**src/sph_pkg.sv**
```systemverilog
package sph_pkg;

  // Core clock period in nanoseconds (250 MHz).
  localparam int unsigned CLK_PERIOD_NS = 4;

  // Thermistor bias settling dwell: a least time, so the count rounds up.
  localparam int unsigned DWELL_NS     = 2500000;
  localparam int unsigned DWELL_CYCLES = (DWELL_NS + CLK_PERIOD_NS - 1) / CLK_PERIOD_NS;

  // Longest sleep entry wait per chain rate: longest times, so counts round down.
  localparam int unsigned SLEEP_WAIT_US_500K  = 500;
  localparam int unsigned SLEEP_WAIT_US_250K  = 1000;
  localparam int unsigned SLEEP_WAIT_US_125K  = 2000;
  localparam int unsigned SLEEP_WAIT_US_62K5  = 4000;
  localparam int unsigned SLEEP_CYC_500K = SLEEP_WAIT_US_500K * 1000 / CLK_PERIOD_NS;
  localparam int unsigned SLEEP_CYC_250K = SLEEP_WAIT_US_250K * 1000 / CLK_PERIOD_NS;
  localparam int unsigned SLEEP_CYC_125K = SLEEP_WAIT_US_125K * 1000 / CLK_PERIOD_NS;
  localparam int unsigned SLEEP_CYC_62K5 = SLEEP_WAIT_US_62K5 * 1000 / CLK_PERIOD_NS;

  // Wakeup tone: 4 kHz, half period in core cycles, and number of full tone cycles.
  localparam int unsigned TONE_HZ         = 4000;
  localparam int unsigned TONE_HALF_CYC   = 1000000000 / (CLK_PERIOD_NS * TONE_HZ * 2);
  localparam int unsigned TONE_CYCLES     = 4;

  // Top device wait before its wakeup acknowledge.
  localparam int unsigned TOP_WAIT_US     = 5000;
  localparam int unsigned TOP_WAIT_CYC    = TOP_WAIT_US * 1000 / CLK_PERIOD_NS;

  // Counter and data widths.
  localparam int unsigned CNT_W    = 21;
  localparam int unsigned RESULT_W = 14;
  localparam int unsigned CHAN_W   = 3;
  localparam int unsigned CSUM_W   = 16;
  localparam int unsigned EXT_N    = 4;

  // Conversion channel map: external inputs first, then internal sources.
  localparam logic [2:0] CH_EXT_LAST = 3'h3;
  localparam logic [2:0] CH_SCAN_LAST = 3'h7;

  // Reset values.
  localparam logic [3:0] CHECK_EN_RESET = 4'h0;

  // Commands handed over by the frame decoder.
  typedef enum logic [3:0] {
    SPH_OP_NONE       = 4'h0,
    SPH_OP_SCAN_TEMPS = 4'h1,
    SPH_OP_MEAS_TEMP  = 4'h2,
    SPH_OP_SLEEP      = 4'h3,
    SPH_OP_WAKEUP     = 4'h4,
    SPH_OP_RESET      = 4'h5,
    SPH_OP_CALC_CSUM  = 4'h6,
    SPH_OP_CHECK_CSUM = 4'h7,
    SPH_OP_BAL_ENABLE = 4'h8
  } sph_op_t;

  // Responses handed back to the frame encoder.
  typedef enum logic [1:0] {
    SPH_RSP_ACK   = 2'h0,
    SPH_RSP_NAK   = 2'h1,
    SPH_RSP_FAULT = 2'h2,
    SPH_RSP_ECHO  = 2'h3
  } sph_rsp_t;

  // Chain data rate selection.
  typedef enum logic [1:0] {
    SPH_RATE_500K = 2'h0,
    SPH_RATE_250K = 2'h1,
    SPH_RATE_125K = 2'h2,
    SPH_RATE_62K5 = 2'h3
  } sph_rate_t;

  // One decoded command.
  typedef struct packed {
    sph_op_t           op;
    logic              broadcast;
    logic [CHAN_W-1:0] chan;
  } sph_cmd_t;

  // One response.
  typedef struct packed {
    logic     valid;
    sph_rsp_t code;
  } sph_resp_t;

endpackage : sph_pkg

```
**src/sph_result_mem.sv**
```systemverilog
module sph_result_mem #(
  parameter int unsigned WIDTH  = 14,
  parameter int unsigned ADDR_W = 3
) (
  // Clock.
  input  wire logic              core_clk,
  // Write port.
  input  wire logic              wrEn,
  input  wire logic [ADDR_W-1:0] wrAddr,
  input  wire logic [WIDTH-1:0]  wrData,
  // Read port.
  input  wire logic [ADDR_W-1:0] rdAddr,
  output logic      [WIDTH-1:0]  rdData
);

  // Result storage; contents are undefined until the first conversion.
  logic [WIDTH-1:0] mem [2**ADDR_W];

  // Write and registered read; no reset so it maps onto plain storage.
  always_ff @(posedge core_clk)
  begin
    if (wrEn)
    begin
      mem[wrAddr] <= wrData;
    end
    rdData <= mem[rdAddr];
  end

endmodule : sph_result_mem

```
**src/sph_command_handler.sv**
```systemverilog
// Function
// - Bias on, 2.5 ms dwell, convert, bias off.
// - Store each 14-bit result per input.
// - Scan also converts die, reference, loopback.
// - Enabled inputs fault below threshold; enables reset 0.
// - Sleep keeps comms, scans and balancing alive.
// - Sleep only broadcast; addressed sleep gets NAK.
// - Top device acknowledges a valid sleep.
// - Sleep wait; port 1 traffic cancels, repeat restarts.
// - Sleep entry within rate-dependent maximum wait.
// - No comm timeout; watchdog expiry forces sleep.
// - Asleep, a valid wakeup command wakes the master; others wake on the tone.
// - Wake sends 4 kHz tone; relays pass on.
// - Ignore port 1 while sending wake tone.
// - Top waits, then acknowledges the wakeup.
// - Wakeup answers ACK, none, or echo.
// - Stack wakeup within size-dependent time bound.
// - Reset command restores all power-up values; chan, scanAll and the counters are kept.
// - Broadcast reset ignored; host resets top down.
// - Calculate stores checksum; check faults on mismatch.
// - Balance enable sets run bit, broadcast too.
module sph_command_handler #(
  parameter int unsigned DWELL_CYC  = sph_pkg::DWELL_CYCLES,
  parameter int unsigned SLEEP_500K = sph_pkg::SLEEP_CYC_500K,
  parameter int unsigned SLEEP_250K = sph_pkg::SLEEP_CYC_250K,
  parameter int unsigned SLEEP_125K = sph_pkg::SLEEP_CYC_125K,
  parameter int unsigned SLEEP_62K5 = sph_pkg::SLEEP_CYC_62K5,
  parameter int unsigned TONE_HALF  = sph_pkg::TONE_HALF_CYC,
  parameter int unsigned TOP_WAIT   = sph_pkg::TOP_WAIT_CYC,
  parameter int unsigned IMAGE_W    = 64
) (
  // Clock and reset.
  input  wire logic                            core_clk,
  input  wire logic                            reset,
  // Decoded commands from port 1 and chain role.
  input  wire logic                            cmdValid,
  input  wire sph_pkg::sph_cmd_t               cmd,
  input  wire logic                            port1Activity,
  input  wire logic                            isMaster,
  input  wire logic                            isTop,
  input  wire sph_pkg::sph_rate_t              rateSel,
  input  wire logic                            scanRequest,
  // Watchdog and balancing companions.
  input  wire logic                            wdtExpired,
  input  wire logic                            wdtEnable,
  input  wire logic                            balanceStop,
  // Fault configuration and clear.
  input  wire logic                            cfgLoad,
  input  wire logic [sph_pkg::EXT_N-1:0]       cfgCheckEn,
  input  wire logic [sph_pkg::RESULT_W-1:0]    extThreshold,
  input  wire logic                            faultClear,
  // Volatile register image for checksums.
  input  wire logic [IMAGE_W-1:0]              regImage,
  // Converter handshake.
  output logic                                 adcStart,
  output logic      [sph_pkg::CHAN_W-1:0]      adcChan,
  input  wire logic                            adcDone,
  input  wire logic [sph_pkg::RESULT_W-1:0]    adcData,
  // Result read port.
  input  wire logic [sph_pkg::CHAN_W-1:0]      resultAddr,
  output logic      [sph_pkg::RESULT_W-1:0]    resultData,
  // Wakeup tone pins.
  input  wire logic                            toneIn,
  output logic                                 toneOut,
  // Status and responses.
  output logic                                 thermistor_bias_output,
  output logic      [sph_pkg::EXT_N-1:0]       tempFault,
  output logic      [sph_pkg::EXT_N-1:0]       ext_temp_check_enables,
  output logic                                 sleepMode,
  output logic                                 balance_run_bit,
  output logic                                 softReset,
  output logic      [sph_pkg::CSUM_W-1:0]      storedChecksum,
  output sph_pkg::sph_resp_t                   resp
);

  // Folds the register image into one checksum word by XOR of slices.
  function automatic logic [sph_pkg::CSUM_W-1:0] foldImage(input logic [IMAGE_W-1:0] img);
    logic [sph_pkg::CSUM_W-1:0] acc;
    acc = '0;
    for (int i = 0; i < IMAGE_W / sph_pkg::CSUM_W; i++)
    begin
      acc = acc ^ img[i*sph_pkg::CSUM_W +: sph_pkg::CSUM_W];
    end
    return acc;
  endfunction : foldImage

  // Temperature sequencer states.
  typedef enum logic [1:0] {
    T_IDLE = 2'h0, T_DWELL = 2'h1, T_START = 2'h2, T_WAIT = 2'h3
  } sph_tstate_t;

  // Power state machine states.
  typedef enum logic [2:0] {
    P_AWAKE = 3'h0, P_SLEEP_WAIT = 3'h1, P_ASLEEP = 3'h2, P_WAKE_TX = 3'h3, P_TOP_WAIT = 3'h4
  } sph_pstate_t;

  sph_tstate_t                tState, next_tState;      // Sequencer state.
  logic [sph_pkg::CNT_W-1:0]  tCnt, next_tCnt;          // Dwell counter.
  logic [sph_pkg::CHAN_W-1:0] chan, next_chan;          // Channel being converted.
  logic                       scanAll, next_scanAll;    // Full scan versus single input.
  logic                       bias, next_bias;          // Bias output state.
  logic [sph_pkg::EXT_N-1:0]  fault, next_fault;        // Sticky threshold faults.
  logic [sph_pkg::EXT_N-1:0]  checkEn, next_checkEn;    // Per-input check enables.
  sph_pstate_t                pState, next_pState;      // Power state.
  logic [sph_pkg::CNT_W-1:0]  pCnt, next_pCnt;          // Power timer.
  logic [3:0]                 toneCnt, next_toneCnt;    // Tone half periods sent.
  logic                       tone, next_tone;          // Tone output level.
  logic                       balRun, next_balRun;      // Balance run bit.
  logic                       swRst, next_swRst;        // Software reset pulse.
  logic [sph_pkg::CSUM_W-1:0] csum, next_csum;          // Stored checksum.
  sph_pkg::sph_resp_t         rsp, next_rsp;            // Response strobe.
  logic                       toneMeta, toneSync, tonePrev; // Tone input synchroniser.
  logic                       accept;                   // Command taken this cycle.
  logic                       wrEn;                     // Result write strobe.
  logic [sph_pkg::CNT_W-1:0]  sleepWait;                // Wait for selected rate.

  // The tone pin is asynchronous: two flops, then an edge detect on the second.
  always_ff @(posedge core_clk or posedge reset)
  begin
    if (reset)
    begin
      toneMeta <= 1'b0;
      toneSync <= 1'b0;
      tonePrev <= 1'b0;
    end
    else
    begin
      toneMeta <= toneIn;
      toneSync <= toneMeta;
      tonePrev <= toneSync;
    end
  end

  // Commands are dropped while our own tone is on port 2, since the tone echoes back.
  assign accept = cmdValid && (pState != P_WAKE_TX);

  // Sleep wait per rate; each is at most the longest allowed entry time.
  always_comb
  begin
    case (rateSel)
      sph_pkg::SPH_RATE_500K: sleepWait = sph_pkg::CNT_W'(SLEEP_500K);
      sph_pkg::SPH_RATE_250K: sleepWait = sph_pkg::CNT_W'(SLEEP_250K);
      sph_pkg::SPH_RATE_125K: sleepWait = sph_pkg::CNT_W'(SLEEP_125K);
      default:                sleepWait = sph_pkg::CNT_W'(SLEEP_62K5);
    endcase
  end

  // Temperature sequencer next state; runs in sleep as well so timed scans work.
  always_comb
  begin
    next_tState  = tState;
    next_tCnt    = tCnt;
    next_chan    = chan;
    next_scanAll = scanAll;
    next_bias    = bias;
    next_fault   = fault & ~{sph_pkg::EXT_N{faultClear}};
    next_checkEn = cfgLoad ? cfgCheckEn : checkEn;
    wrEn         = 1'b0;
    case (tState)
      T_IDLE:
      begin
        // A request arriving mid-scan is simply not started.
        if ((accept && cmd.op == sph_pkg::SPH_OP_SCAN_TEMPS) || scanRequest)
        begin
          next_tState  = T_DWELL;
          next_scanAll = 1'b1;
          next_chan    = '0;
          next_bias    = 1'b1;
          next_tCnt    = '0;
        end
        else if (accept && cmd.op == sph_pkg::SPH_OP_MEAS_TEMP)
        begin
          next_tState  = T_DWELL;
          next_scanAll = 1'b0;
          next_chan    = cmd.chan & sph_pkg::CH_EXT_LAST;
          next_bias    = 1'b1;
          next_tCnt    = '0;
        end
      end
      T_DWELL:
      begin
        // Let the thermistor networks settle before the first conversion.
        next_tCnt = tCnt + 1'b1;
        if (tCnt == sph_pkg::CNT_W'(DWELL_CYC - 1))
        begin
          next_tState = T_START;
        end
      end
      T_START:
      begin
        next_tState = T_WAIT;
      end
      T_WAIT:
      begin
        if (adcDone)
        begin
          wrEn = 1'b1;
          if (chan <= sph_pkg::CH_EXT_LAST && checkEn[chan[1:0]] && adcData < extThreshold)
          begin
            next_fault[chan[1:0]] = 1'b1;
          end
          if (scanAll && chan != sph_pkg::CH_SCAN_LAST)
          begin
            next_chan   = chan + 1'b1;
            next_tState = T_START;
          end
          else
          begin
            next_bias   = 1'b0;
            next_tState = T_IDLE;
          end
        end
      end
      default:
      begin
        next_tState = T_IDLE;
      end
    endcase
    if (swRst)
    begin
      next_tState  = T_IDLE;
      next_bias    = 1'b0;
      next_fault   = '0;
      next_checkEn = sph_pkg::CHECK_EN_RESET;
    end
  end

  // Power, balance, checksum and response next state.
  always_comb
  begin
    next_pState  = pState;
    next_pCnt    = pCnt;
    next_toneCnt = toneCnt;
    next_tone    = tone;
    next_balRun  = balRun & ~balanceStop;
    next_swRst   = 1'b0;
    next_csum    = csum;
    next_rsp     = '{valid: 1'b0, code: sph_pkg::SPH_RSP_ACK};
    case (pState)
      P_AWAKE, P_SLEEP_WAIT:
      begin
        // Other port 1 traffic cancels a pending sleep.
        if (pState == P_SLEEP_WAIT)
        begin
          next_pCnt = pCnt + 1'b1;
          if (port1Activity && !(accept && cmd.op == sph_pkg::SPH_OP_SLEEP))
          begin
            next_pState = P_AWAKE;
          end
          else if (pCnt >= sleepWait - 1'b1)
          begin
            next_pState = P_ASLEEP;
          end
        end
        if (accept)
        begin
          case (cmd.op)
            sph_pkg::SPH_OP_SLEEP:
            begin
              if (cmd.broadcast)
              begin
                next_pState = P_SLEEP_WAIT;
                next_pCnt   = '0;
                next_rsp    = '{valid: isTop, code: sph_pkg::SPH_RSP_ACK};
              end
              else
              begin
                next_rsp = '{valid: 1'b1, code: sph_pkg::SPH_RSP_NAK};
              end
            end
            sph_pkg::SPH_OP_WAKEUP:
            begin
              // Already awake: top acknowledges a broadcast, a target echoes.
              next_rsp = cmd.broadcast ? '{valid: isTop, code: sph_pkg::SPH_RSP_ACK}
                                       : '{valid: 1'b1, code: sph_pkg::SPH_RSP_ECHO};
            end
            sph_pkg::SPH_OP_RESET:
            begin
              next_swRst = !cmd.broadcast;
            end
            sph_pkg::SPH_OP_CALC_CSUM:
            begin
              next_csum = foldImage(regImage);
            end
            sph_pkg::SPH_OP_CHECK_CSUM:
            begin
              if (foldImage(regImage) != csum)
              begin
                next_rsp = '{valid: 1'b1, code: sph_pkg::SPH_RSP_FAULT};
              end
            end
            sph_pkg::SPH_OP_BAL_ENABLE:
            begin
              next_balRun = 1'b1;
            end
            default:
            begin
            end
          endcase
        end
        // Lost link: no comm timeout on sleep, but the watchdog still puts us down.
        if (wdtEnable && wdtExpired)
        begin
          next_pState = P_ASLEEP;
        end
      end
      P_ASLEEP:
      begin
        // Balancing enables are still honoured; a broadcast wakeup on the master, or a tone edge, wakes.
        if (accept && cmd.op == sph_pkg::SPH_OP_BAL_ENABLE)
        begin
          next_balRun = 1'b1;
        end
        if ((isMaster && accept && cmd.op == sph_pkg::SPH_OP_WAKEUP && cmd.broadcast)
            || (toneSync && !tonePrev))
        begin
          next_pState  = P_WAKE_TX;
          next_pCnt    = '0;
          next_toneCnt = '0;
          next_tone    = 1'b1;
        end
      end
      P_WAKE_TX:
      begin
        // Drive a few cycles of the tone toward the next device.
        next_pCnt = pCnt + 1'b1;
        if (pCnt == sph_pkg::CNT_W'(TONE_HALF - 1))
        begin
          next_pCnt    = '0;
          next_toneCnt = toneCnt + 1'b1;
          next_tone    = !tone;
          if (toneCnt == 4'(2 * sph_pkg::TONE_CYCLES - 1))
          begin
            next_tone   = 1'b0;
            next_pState = isTop ? P_TOP_WAIT : P_AWAKE;
          end
        end
      end
      P_TOP_WAIT:
      begin
        // Give a tone started elsewhere in the stack time to arrive first.
        next_pCnt = pCnt + 1'b1;
        if (pCnt == sph_pkg::CNT_W'(TOP_WAIT - 1))
        begin
          next_pState = P_AWAKE;
          next_rsp    = '{valid: 1'b1, code: sph_pkg::SPH_RSP_ACK};
        end
      end
      default:
      begin
        next_pState = P_AWAKE;
      end
    endcase
    if (swRst)
    begin
      next_pState = P_AWAKE;
      next_tone   = 1'b0;
      next_balRun = 1'b0;
      next_csum   = '0;
    end
  end

  // Register all control state.
  always_ff @(posedge core_clk or posedge reset)
  begin
    if (reset)
    begin
      tState  <= T_IDLE;
      tCnt    <= '0;
      chan    <= '0;
      scanAll <= 1'b0;
      bias    <= 1'b0;
      fault   <= '0;
      checkEn <= sph_pkg::CHECK_EN_RESET;
      pState  <= P_AWAKE;
      pCnt    <= '0;
      toneCnt <= '0;
      tone    <= 1'b0;
      balRun  <= 1'b0;
      swRst   <= 1'b0;
      csum    <= '0;
      rsp     <= '{valid: 1'b0, code: sph_pkg::SPH_RSP_ACK};
    end
    else
    begin
      tState  <= next_tState;
      tCnt    <= next_tCnt;
      chan    <= next_chan;
      scanAll <= next_scanAll;
      bias    <= next_bias;
      fault   <= next_fault;
      checkEn <= next_checkEn;
      pState  <= next_pState;
      pCnt    <= next_pCnt;
      toneCnt <= next_toneCnt;
      tone    <= next_tone;
      balRun  <= next_balRun;
      swRst   <= next_swRst;
      csum    <= next_csum;
      rsp     <= next_rsp;
    end
  end

  // Conversion results, one word per channel.
  sph_result_mem #(.WIDTH(sph_pkg::RESULT_W), .ADDR_W(sph_pkg::CHAN_W)) resultMem (
    .core_clk (core_clk),
    .wrEn     (wrEn),
    .wrAddr   (chan),
    .wrData   (adcData),
    .rdAddr   (resultAddr),
    .rdData   (resultData)
  );

  // Output mapping.
  assign adcStart               = (tState == T_START);
  assign adcChan                = chan;
  assign toneOut                = tone;
  assign thermistor_bias_output = bias;
  assign tempFault              = fault;
  assign ext_temp_check_enables = checkEn;
  assign sleepMode              = (pState == P_ASLEEP);
  assign balance_run_bit        = balRun;
  assign softReset              = swRst;
  assign storedChecksum         = csum;
  assign resp                   = rsp;

  // Bias is on throughout each conversion.
  bias_conv_a :
    assert property (@(posedge core_clk) disable iff (reset)
      (tState == T_START || tState == T_WAIT) |-> bias)
    else $error("bias off during conversion");

  // Result written exactly when a conversion ends.
  result_store_a :
    assert property (@(posedge core_clk) disable iff (reset)
      (tState == T_WAIT && adcDone) |-> wrEn ##1 (tState != T_WAIT))
    else $error("result not stored on conversion end");

  // Full scan steps through every channel.
  scan_step_a :
    assert property (@(posedge core_clk) disable iff (reset || swRst)
      (tState == T_WAIT && adcDone && scanAll && chan != 3'h7) |=> chan == $past(chan) + 3'h1)
    else $error("scan channel did not advance");

  // A fault only rises on an enabled input.
  fault_mask_a :
    assert property (@(posedge core_clk) disable iff (reset)
      ((fault & ~$past(fault) & ~$past(checkEn)) == 4'h0))
    else $error("fault on disabled input");

  // Addressed sleep is refused with NAK.
  sleep_nak_a :
    assert property (@(posedge core_clk) disable iff (reset)
      (accept && cmd.op == sph_pkg::SPH_OP_SLEEP && !cmd.broadcast && pState == P_AWAKE
       && !(wdtEnable && wdtExpired) && !swRst)
      |=> resp.valid && resp.code == sph_pkg::SPH_RSP_NAK && pState == P_AWAKE)
    else $error("addressed sleep not refused");

  // Port 1 traffic cancels a pending sleep.
  sleep_cancel_a :
    assert property (@(posedge core_clk) disable iff (reset)
      (pState == P_SLEEP_WAIT && port1Activity && !accept && !wdtExpired && !swRst)
      |=> pState == P_AWAKE)
    else $error("sleep not cancelled");

  // No response to commands while the tone is sent.
  tone_ignore_a :
    assert property (@(posedge core_clk) disable iff (reset)
      (pState == P_WAKE_TX && $past(pState) == P_WAKE_TX) |-> !resp.valid)
    else $error("response while sending tone");

  // Broadcast reset does nothing.
  bcast_reset_a :
    assert property (@(posedge core_clk) disable iff (reset)
      (accept && cmd.op == sph_pkg::SPH_OP_RESET && cmd.broadcast) |=> !softReset && !resp.valid)
    else $error("broadcast reset acted");

  // Balance enable sets the run bit next cycle.
  bal_enable_a :
    assert property (@(posedge core_clk) disable iff (reset)
      (accept && cmd.op == sph_pkg::SPH_OP_BAL_ENABLE && !swRst
       && (pState == P_AWAKE || pState == P_SLEEP_WAIT || pState == P_ASLEEP))
      |=> balance_run_bit)
    else $error("balance run bit not set");

endmodule : sph_command_handler

```
**config.mk**
```make
export PLATFORM = sky130hd
export DESIGN_NAME = sph_command_handler
export DESIGN_NICKNAME = d
export VERILOG_FILES = /design/src/sph_pkg.sv /design/src/sph_result_mem.sv /design/src/sph_command_handler.sv
export SDC_FILE = /design/constraint.sdc
export NUM_CORES = 1
export LEC_CHECK = 0
export BUFFER_PORTS_ARGS = -buffer_cell sky130_fd_sc_hd__buf_2
export CORE_MARGIN = 2
export CORE_UTILIZATION = 60
export CTS_BUF_LIST = sky130_fd_sc_hd__clkbuf_4 sky130_fd_sc_hd__clkbuf_8
export CTS_CLUSTER_SIZE = 40
export DETAILED_ROUTE_END_ITERATION = 8
export PLACE_DENSITY = 0.84
export RECOVER_POWER = 50
export SYNTH_ARGS = -nofsm -noshare
export SYNTH_HDL_FRONTEND = slang
export SYNTH_SLANG_ARGS = --single-unit
```
**constraint.sdc**
```tcl
create_clock -name core_clk -period 5.85 [get_ports core_clk]
set_clock_uncertainty 0.15 [all_clocks]
set_input_delay 1.4625 -clock core_clk [delete_from_list [all_inputs] [get_ports core_clk]]
set_output_delay 1.4625 -clock core_clk [all_outputs]
set_load 0.01 [all_outputs]
```
==> impl_metrics.ini, run 1 <==
[run]
drv_cap = 1

[power]
p_seq_share_pct = 48.1
internal-power_mw = 2.79
p_leak_nw = 5.29
swShare_pct = 28.9
clkPwrFrac_pct = 33.7
vdd_drop_max_uv = 222
powerDensity_nw_per_um2 = 317
p_comb_share_pct = 18.2
power.switching_mw = 1.14

[final_layout]
layout.area.seq_um2 = 5870
diodes = 0
synthToLayoutAreaGrowth_pct = 17.0
nets = 1201
drive_above_1_share_pct = 25.9
multiInputGateArea_um2 = 4520
num-fill-cells = 1186

[timing]
fin_crit_sh_pct = 61.1
fin_setup_tns_ns = 0
tightest_slew_ns = 2.19
rsz0062_at_grt = no
layout_setup_ws_ns = 2.28
min_period_ns = 3.57
setup_viol = 0
drv_slew = 52
max_slew_margin_pct = -46.7
hold_viol = 0
clock.fmax_mhz = 280

[worst_setup_path]
path_max_fanout = 6
cp-end-kind = flip-flop
ff2ff_path_depth = 6
cp_data_required_time_ns = 6.16
cp.arrival_ns = 3.89
reg2reg_slack_ns = 3.19
reg2reg_from = pState[2]
crit_type = primary input to flip-flop
rr_endpoint = storedChecksum[10]
cp-start-kind = primary input

[logic_synthesis]
synth_seq_cells = 215
synth_most_common_cell = edfxtp_1
synth_top_flop_cell = edfxtp_1
ys_types = 58
netlist_top_cells_count = edfxtp_1 (112), nor2_1 (91), dfrtp_1 (89)
synthesis.nets = 1011
synth-seq-area-share_pct = 55.3
synth_top_cell_area_share_pct = 31.7
yosys.area_share.xor_xnor_pct = 10.1
syn-cell-area_um2 = 10600
synthSimpleGateAreaFrac_pct = 11.9
synth_cells = 840
synthArstFlopShare_pct = 41.4
yosys.area_share.adder_pct = 5.66
synth_compound_area_share_pct = 6.55
synth_top_family_by_area = simple AND/OR/NAND/NOR gates
synth_top_area_cell = edfxtp_1
syn_area_per_cell_um2 = 12.6
synth_area_leaders = edfxtp_1 (32%), dfrtp_1 (21%), mux4_2 (6.2%)
synth_mux_area_share_pct = 8.20
synth_edf_count = 112
yosys_warnings = 0

[grt]
grt_pass1_wl_um = 36600
grt_pass1_vias = 7343
overflow = 0
antenna_found_initial = 1
grtUsageTotal_pct = 25.4
grt_start_max_net_pins = 52

[cts]
insertion_delay_ns = 0.54
cts_setup_buffers = 0
cts.sinks = 215
htree_levels = 2
hold_buffers = 0
numCtsBuffers = 34
cts_resized = 0
clk_pin_slew_ns = 0.07
clk_path_buf_depth = 3
cts-root-buf = clkbuf_8
cts_tree = yes

[place]
numPortBuffers = 171
place_hpwl_um = 16300
dpl_worst_slack_ns = 1.75
gp_congestion = 0.857

[route]
vias = 7277
firstDrtPassIters = 5
antenna_left = 0
viasPerCell = 5.69
wirelength_um = 23100
wl_per_cell_um = 18.0
drt-initial-drc-count = 501
drc_errors = 0

[floorplan]
dieArea_um2 = 18800
ios = 173
initial_core_util_pct = 61.4
rows = 48
core-area_um2 = 17300
die_w_um = 137
dieHeight_um = 137

[outcome]
failed_checks = max-capacitance violations, max-slew violations
status = complete, but fails checks

[worst_hold_path]
worstHoldPathCells = 0
holdPathEnd = toneSync
min_path_type = flip-flop to flip-flop
holdCritStartpoint = toneMeta
## worst max-delay path, cell delays in order
cell,delay [ns]
buf_2,0.14
inv_1,0.10
ha_1,0.29
nor2b_1,0.16
o31a_1,0.23
nor3_1,0.18
ha_1,0.16
nand4_1,0.08
or2_2,0.28
o21ai_0,0.16
a21oi_1,0.09
or4_1,0.42
a21oi_1,0.14
## cells by family (layout without fill, tap and decap cells)
| logic type | count (synthesis) | count (layout) |
|---|---|---|
| mux | 49 | 49 |
| compound gates | 105 | 105 |
| flops | 215 | 215 |
| simple gates | 257 | 257 |
| xor+xnor | 103 | 103 |
| fa+ha+maj | 48 | 48 |
| buf+inv | 63 | 278 |
## cell type report
| type | count | share of cell area, % |
|---|---|---|
| sequential | 215 | 47.3 |
| multi-input combinational | 562 | 36.4 |
| timing repair buffer | 183 | 7.28 |
| clock buffer | 53 | 5.07 |
| tap | 225 | 2.27 |
| inverter | 34 | 1.04 |
| clock inverter | 8 | 0.685 |
## cells in the final DEF, fill, tap and decap left out, drive strengths merged, types with 9 or more instances in the layout
cell type	Yosys	routed
dfrtp	89	89
xnor2	56	56
mux4	29	29
and3	12	12
nor3	18	18
mux2	14	14
clkbuf	21	76
nand4	23	23
xor2	35	35
edfxtp	112	112
ha	48	48
buf	8	160
nand3	23	23
nor4	9	9
nand2	44	44
dfxtp	14	14
a211oi	23	23
xnor3	12	12
a21oi	31	31
inv	34	36
o21ai	23	23
nor2	91	91
## metrics by stage
stage                     cells  util [%]  instance area, µm²  hold slack, ns  power (mW)
after floorplan             840         -               10600           0.181        2.37
after global placement     1219      68.1               11800           0.184        2.61
after detailed placement   1219      68.1               11800           0.190        2.65
after CTS                  1280      72.2               12500           0.203        3.97
after global routing       1280      71.8               12400           0.216        4.13
final                      1280      71.8               12400           0.202        3.93
## power groups by stage
stage	clock network, mW	logic [mW]	registers, mW
2_1_floorplan	0	0.498	1.88
3_3_place_gp	0	0.696	1.91
3_5_place_dp	0	0.726	1.92
4_1_cts	1.35	0.727	1.89
5_1_grt	1.41	0.800	1.91
6_report	1.33	0.714	1.89
## state kept, by name, summed over array words and instances (netlist names), 2 cells and up
signal and count:
adcChan 3, ext_temp_check_enables 4, pCnt 21, pState 3
resp 3, resultMem.mem 112, resultMem.rdData 14, storedChecksum 16
tCnt 21, tState 2, tempFault 4, toneCnt 4
## how the worst max path moves through the flow
stage	from	endpoint	slack, ns	cells past startpoint
6_report	rateSel[0]	pState[1]	2.28	13
5_1_grt	rateSel[0]	pState[1]	2.09	13
4_1_cts	rateSel[0]	pState[1]	2.30	13
3_5_place_dp	rateSel[0]	pState[1]	1.75	13
3_3_place_gp	rateSel[0]	pState[1]	1.79	13
2_1_floorplan	reset	adcChan[0]	1.93	1
## metal layers
layer | wire [µm] | track usage [%]
met3 | 1470 | 4.33
met5 | 13 | 0
met1 | 9410 | 32.6
met2 | 11700 | 44.3
met4 | 535 | 8.02
Note: power is estimated with default switching activity, not from simulation.
==> inputs of run 2 (changes only) <==
- CORE_UTILIZATION: 60 -> 53
- PLACE_DENSITY: 0.84 -> 0.79
- clock period: 5.85 -> 3.2 ns (I/O delays scaled with it)
==> impl_metrics.ini, run 2 (synthesis results as in run 1) <==
[floorplan]
die_w_um = 146
rows = 51
initial_core_util_pct = 54.2
dieHeight_um = 146
ios = 173
core-area_um2 = 19600
dieArea_um2 = 21200

[timing]
holdWs_ns = 0.205
layout_setup_ws_ns = 0.360
drv_slew = 29
hold_viol = 0
fin_setup_tns_ns = 0
setup_viol = 0
max_slew_margin_pct = -9.32
clock.fmax_mhz = 352
rsz0062_at_grt = no
fin_crit_sh_pct = 88.7
min_period_ns = 2.84
tightest_slew_ns = 1.64

[worst_hold_path]
min_path_type = flip-flop to flip-flop
holdCritStartpoint = toneMeta

[cts]
cts_resized = 0
cts_tree = yes
cts.sinks = 215
cts-root-buf = clkbuf_8
insertion_delay_ns = 0.51
numCtsBuffers = 36
clk_path_buf_depth = 3
cts_setup_buffers = 0
htree_levels = 2
clk_pin_slew_ns = 0.06
hold_buffers = 0

[final_layout]
multiInputGateArea_um2 = 4540
diodes = 0
drive_above_1_share_pct = 26.6
largest_register = resultMem.mem
final_cell_mix = buf_2 (148), edfxtp_1 (112), nor2_1 (91)
nets = 1218
post-route-util_pct = 64.4
reg.largest.list = resultMem.mem: 112 flops, pCnt: 21 flops, tCnt: 21 flops
num-fill-cells = 1492
layout.area.seq_um2 = 5870
synthToLayoutAreaGrowth_pct = 18.8
largest_reg_flops = 112
final_common_cell = buf_2

[route]
drt-initial-drc-count = 435
wl_per_cell_um = 17.4
vias = 7294
firstDrtPassIters = 4
wirelength_um = 23200
viasPerCell = 5.46
antenna_left = 0
drc_errors = 0

[worst_setup_path]
cp-start-kind = primary input
reg2reg_slack_ns = 0.62
path_max_fanout = 4
crit_type = primary input to flip-flop
cp.arrival_ns = 3.12
cp_data_required_time_ns = 3.48
cp-startpoint = rateSel[0]
reg2reg_from = pCnt[1]
cp-end-kind = flip-flop

[grt]
grtUsageTotal_pct = 22.1
antenna_found_initial = 0
grt_start_max_net_pins = 33
overflow = 0
grt_pass1_vias = 7314
grt_pass1_wl_um = 37200

[power]
vdd_drop_max_uv = 324
powerDensity_nw_per_um2 = 572
power.total_mw = 7.21
p_leak_nw = 5.36

[run]
drv_cap = 1

[place]
numPortBuffers = 171
gp_congestion = 0.902
dpl_worst_slack_ns = -0.127
place_hpwl_um = 16500

[outcome]
status = complete, but fails checks
failed_checks = max-capacitance violations, max-slew violations
run 2: cell types whose count changed in the layout (fill, tap and decap cells not counted), sizes merged:
cell and change:
buf +10, bufinv +1, clkbuf -2, clkinv +9
inv -2
run 2: per-stage QoR:
stage,cell area (µm²),cells
2_1_floorplan,10600,840
3_5_place_dp,11900,1274
6_report,12600,1336
3_3_place_gp,11900,1274
5_1_grt,12600,1336
4_1_cts,12700,1336
run 2: power breakdown:
| group | total (mW) | internal, mW | leakage (nW) | switching, mW |
|---|---|---|---|---|
| registers | 3.47 | 3.16 | 2.30 | 0.302 |
| logic | 1.34 | 0.608 | 2.68 | 0.728 |
| clock network | 2.41 | 1.35 | 0.378 | 1.06 |
| total | 7.21 | 5.12 | 5.36 | 2.09 |
run 2: layout make-up:
type,instances,area share [%]
inverter,34,1.02
clock buffer,46,4.57
sequential,215,46.6
clock inverter,16,1.07
timing repair buffer,198,8.12
tap,265,2.63
multi-input combinational,562,36.0
run 2: final timing paths:
| kind | end | depth (start not counted) |
|---|---|---|
| min in group asynchronous | thermistor_bias_output | 2 |
| worst min-delay path | toneSync | 0 |
| worst max register to register | pCnt[19] | 9 |
| max in group asynchronous | pCnt[20] | 3 |
| worst min register to register | toneSync | 0 |
| worst max-delay path | pState[1] | 13 |
run 2: per-layer routing:
metal  GRT usage [%]  part of all wire, %  up-vias
met2            38.6                   51      271
met3            4.01                  5.7       30
li1                -                    -     3488
met5               0                    0        -
met4            6.72                  1.8        0
met1            28.5                   42     3505
run 2: worst max-delay path, stage by stage:
cell,delay [ns]
buf_2,0.11
inv_1,0.09
ha_1,0.22
buf_4,0.15
xor2_1,0.14
ha_1,0.29
nand3_1,0.07
o21ai_0,0.18
a221oi_1,0.10
o21ai_0,0.29
a21oi_1,0.16
or4_1,0.41
a21oi_1,0.13
==> inputs of run 3 (changes only) <==
- CORE_MARGIN: 2 -> unset
- GPL_ROUTABILITY_DRIVEN: unset -> 0
==> impl_metrics.ini, run 3 (synthesis results as in run 1) <==
[place]
dp.cells = 1273
numPortBuffers = 171
postPlaceCellArea_um2 = 12000
dpl_worst_slack_ns = -0.0591
place_hpwl_um = 16100

[cts]
numCtsBuffers = 35
htree_levels = 2
cts-root-buf = clkbuf_8
clk_path_buf_depth = 3
cts_resized = 0
cts_setup_buffers = 0
cts.sinks = 215
insertion_delay_ns = 0.52
cts_tree = yes
hold_buffers = 0
clk_pin_slew_ns = 0.05

[worst_setup_path]
cpMaxStageDelayCell = or4_1
cp-start-kind = primary input
reg2reg_from = pCnt[1]
cp-startpoint = rateSel[1]
slowest_delay_ns = 0.40
path_max_fanout = 5
reg2reg_slack_ns = 0.53
cp-end-kind = flip-flop
cp_data_required_time_ns = 3.49
crit_type = primary input to flip-flop
path_cells = buf_2 -> inv_1 -> ha_1 -> nor2b_1 -> o31a_1 -> nor3_1 -> ha_1 -> nand4_1 -> or2_2 -> o21ai_0 -> a21oi_1 -> or4_1 -> a21oi_1
cp.arrival_ns = 3.03

[final_layout]
largest_register = resultMem.mem
drive_above_1_share_pct = 27.1
reg.largest.list = resultMem.mem: 112 flops, pCnt: 21 flops, tCnt: 21 flops
nets = 1216
post-route-util_pct = 64.6
fin_cells = 1336
final_cell_mix = buf_2 (151), edfxtp_1 (112), nor2_1 (91)
largest_reg_flops = 112
final_common_cell = buf_2
fin_area_um2 = 12600
synthToLayoutAreaGrowth_pct = 18.8

[grt]
grtUsageTotal_pct = 23.6
grt_pass1_wl_um = 36800
grt_start_max_net_pins = 90
antenna_found_initial = 0
overflow = 0
grt_pass1_vias = 7353

[timing]
hold_viol = 0
tightest_slew_ns = 2.20
clock.fmax_mhz = 364
drv_slew = 150
min_period_ns = 2.74
max_slew_margin_pct = -46.6
layout_setup_ws_ns = 0.456
fin_crit_sh_pct = 85.8
holdWs_ns = 0.197
rsz0062_at_grt = no
fin_setup_tns_ns = 0
setup_viol = 0

[power]
power.total_mw = 7.17
powerDensity_nw_per_um2 = 569
vdd_drop_max_uv = 272
p_leak_nw = 5.37

[route]
drt-initial-drc-count = 339
wl_per_cell_um = 17.3
viasPerCell = 5.47
vias = 7303
wirelength_um = 23000
drc_errors = 0
firstDrtPassIters = 4
antenna_left = 0

[floorplan]
die_w_um = 144
initial_core_util_pct = 54.4
ios = 173
core-area_um2 = 19500
dieHeight_um = 144
dieArea_um2 = 20600
rows = 51

[worst_hold_path]
min_path_type = flip-flop to flip-flop
holdCritStartpoint = toneMeta

[outcome]
status = complete, but fails checks
failed_checks = max-capacitance violations, max-slew violations

[run]
drv_cap = 3
[run 3: worst paths after layout]
kind	endpoint	cells past startpoint
min in group asynchronous	storedChecksum[6]	3
worst max register to register	pCnt[17]	9
worst min register to register	toneSync	0
worst max-delay path	pState[1]	13
max in group asynchronous	tonePrev	3
worst min-delay path	toneSync	0
[run 3: where the power goes]
group / switching, mW / internal, mW / leakage (nW) / total (mW)
Combinational: 0.721 / 0.605 / 2.69 / 1.33
Sequential: 0.295 / 3.16 / 2.30 / 3.46
Clock: 1.07 / 1.32 / 0.381 / 2.39
Total: 2.09 / 5.08 / 5.37 / 7.17
[run 3: worst max-delay path: cells and delay by family]
| family | cells | cell delay (ns) |
|---|---|---|
| compound gates | 4 | 0.61 |
| fa+ha+maj | 2 | 0.35 |
| buf+inv | 2 | 0.23 |
| simple gates | 5 | 1.04 |
[run 3: per-layer routing]
layer	vias up	global-route usage, %	share of wire (%)
met4	0	9.18	2.9
met2	226	41.4	50
met3	44	4.83	6.2
met1	3543	28.6	41
li1	3490	-	-
met5	-	0	0
[run 3: final cells by class]
cell class / instances / area (µm²)
Antenna cell: 1 / 2.50
Sequential cell: 215 / 5870
Fill cell: 1492 / 6920
Tap cell: 265 / 332
Inverter: 34 / 129
Clock buffer: 52 / 653
Timing Repair Buffer: 197 / 1020
Multi-Input combinational cell: 562 / 4540
Clock inverter: 10 / 56.3
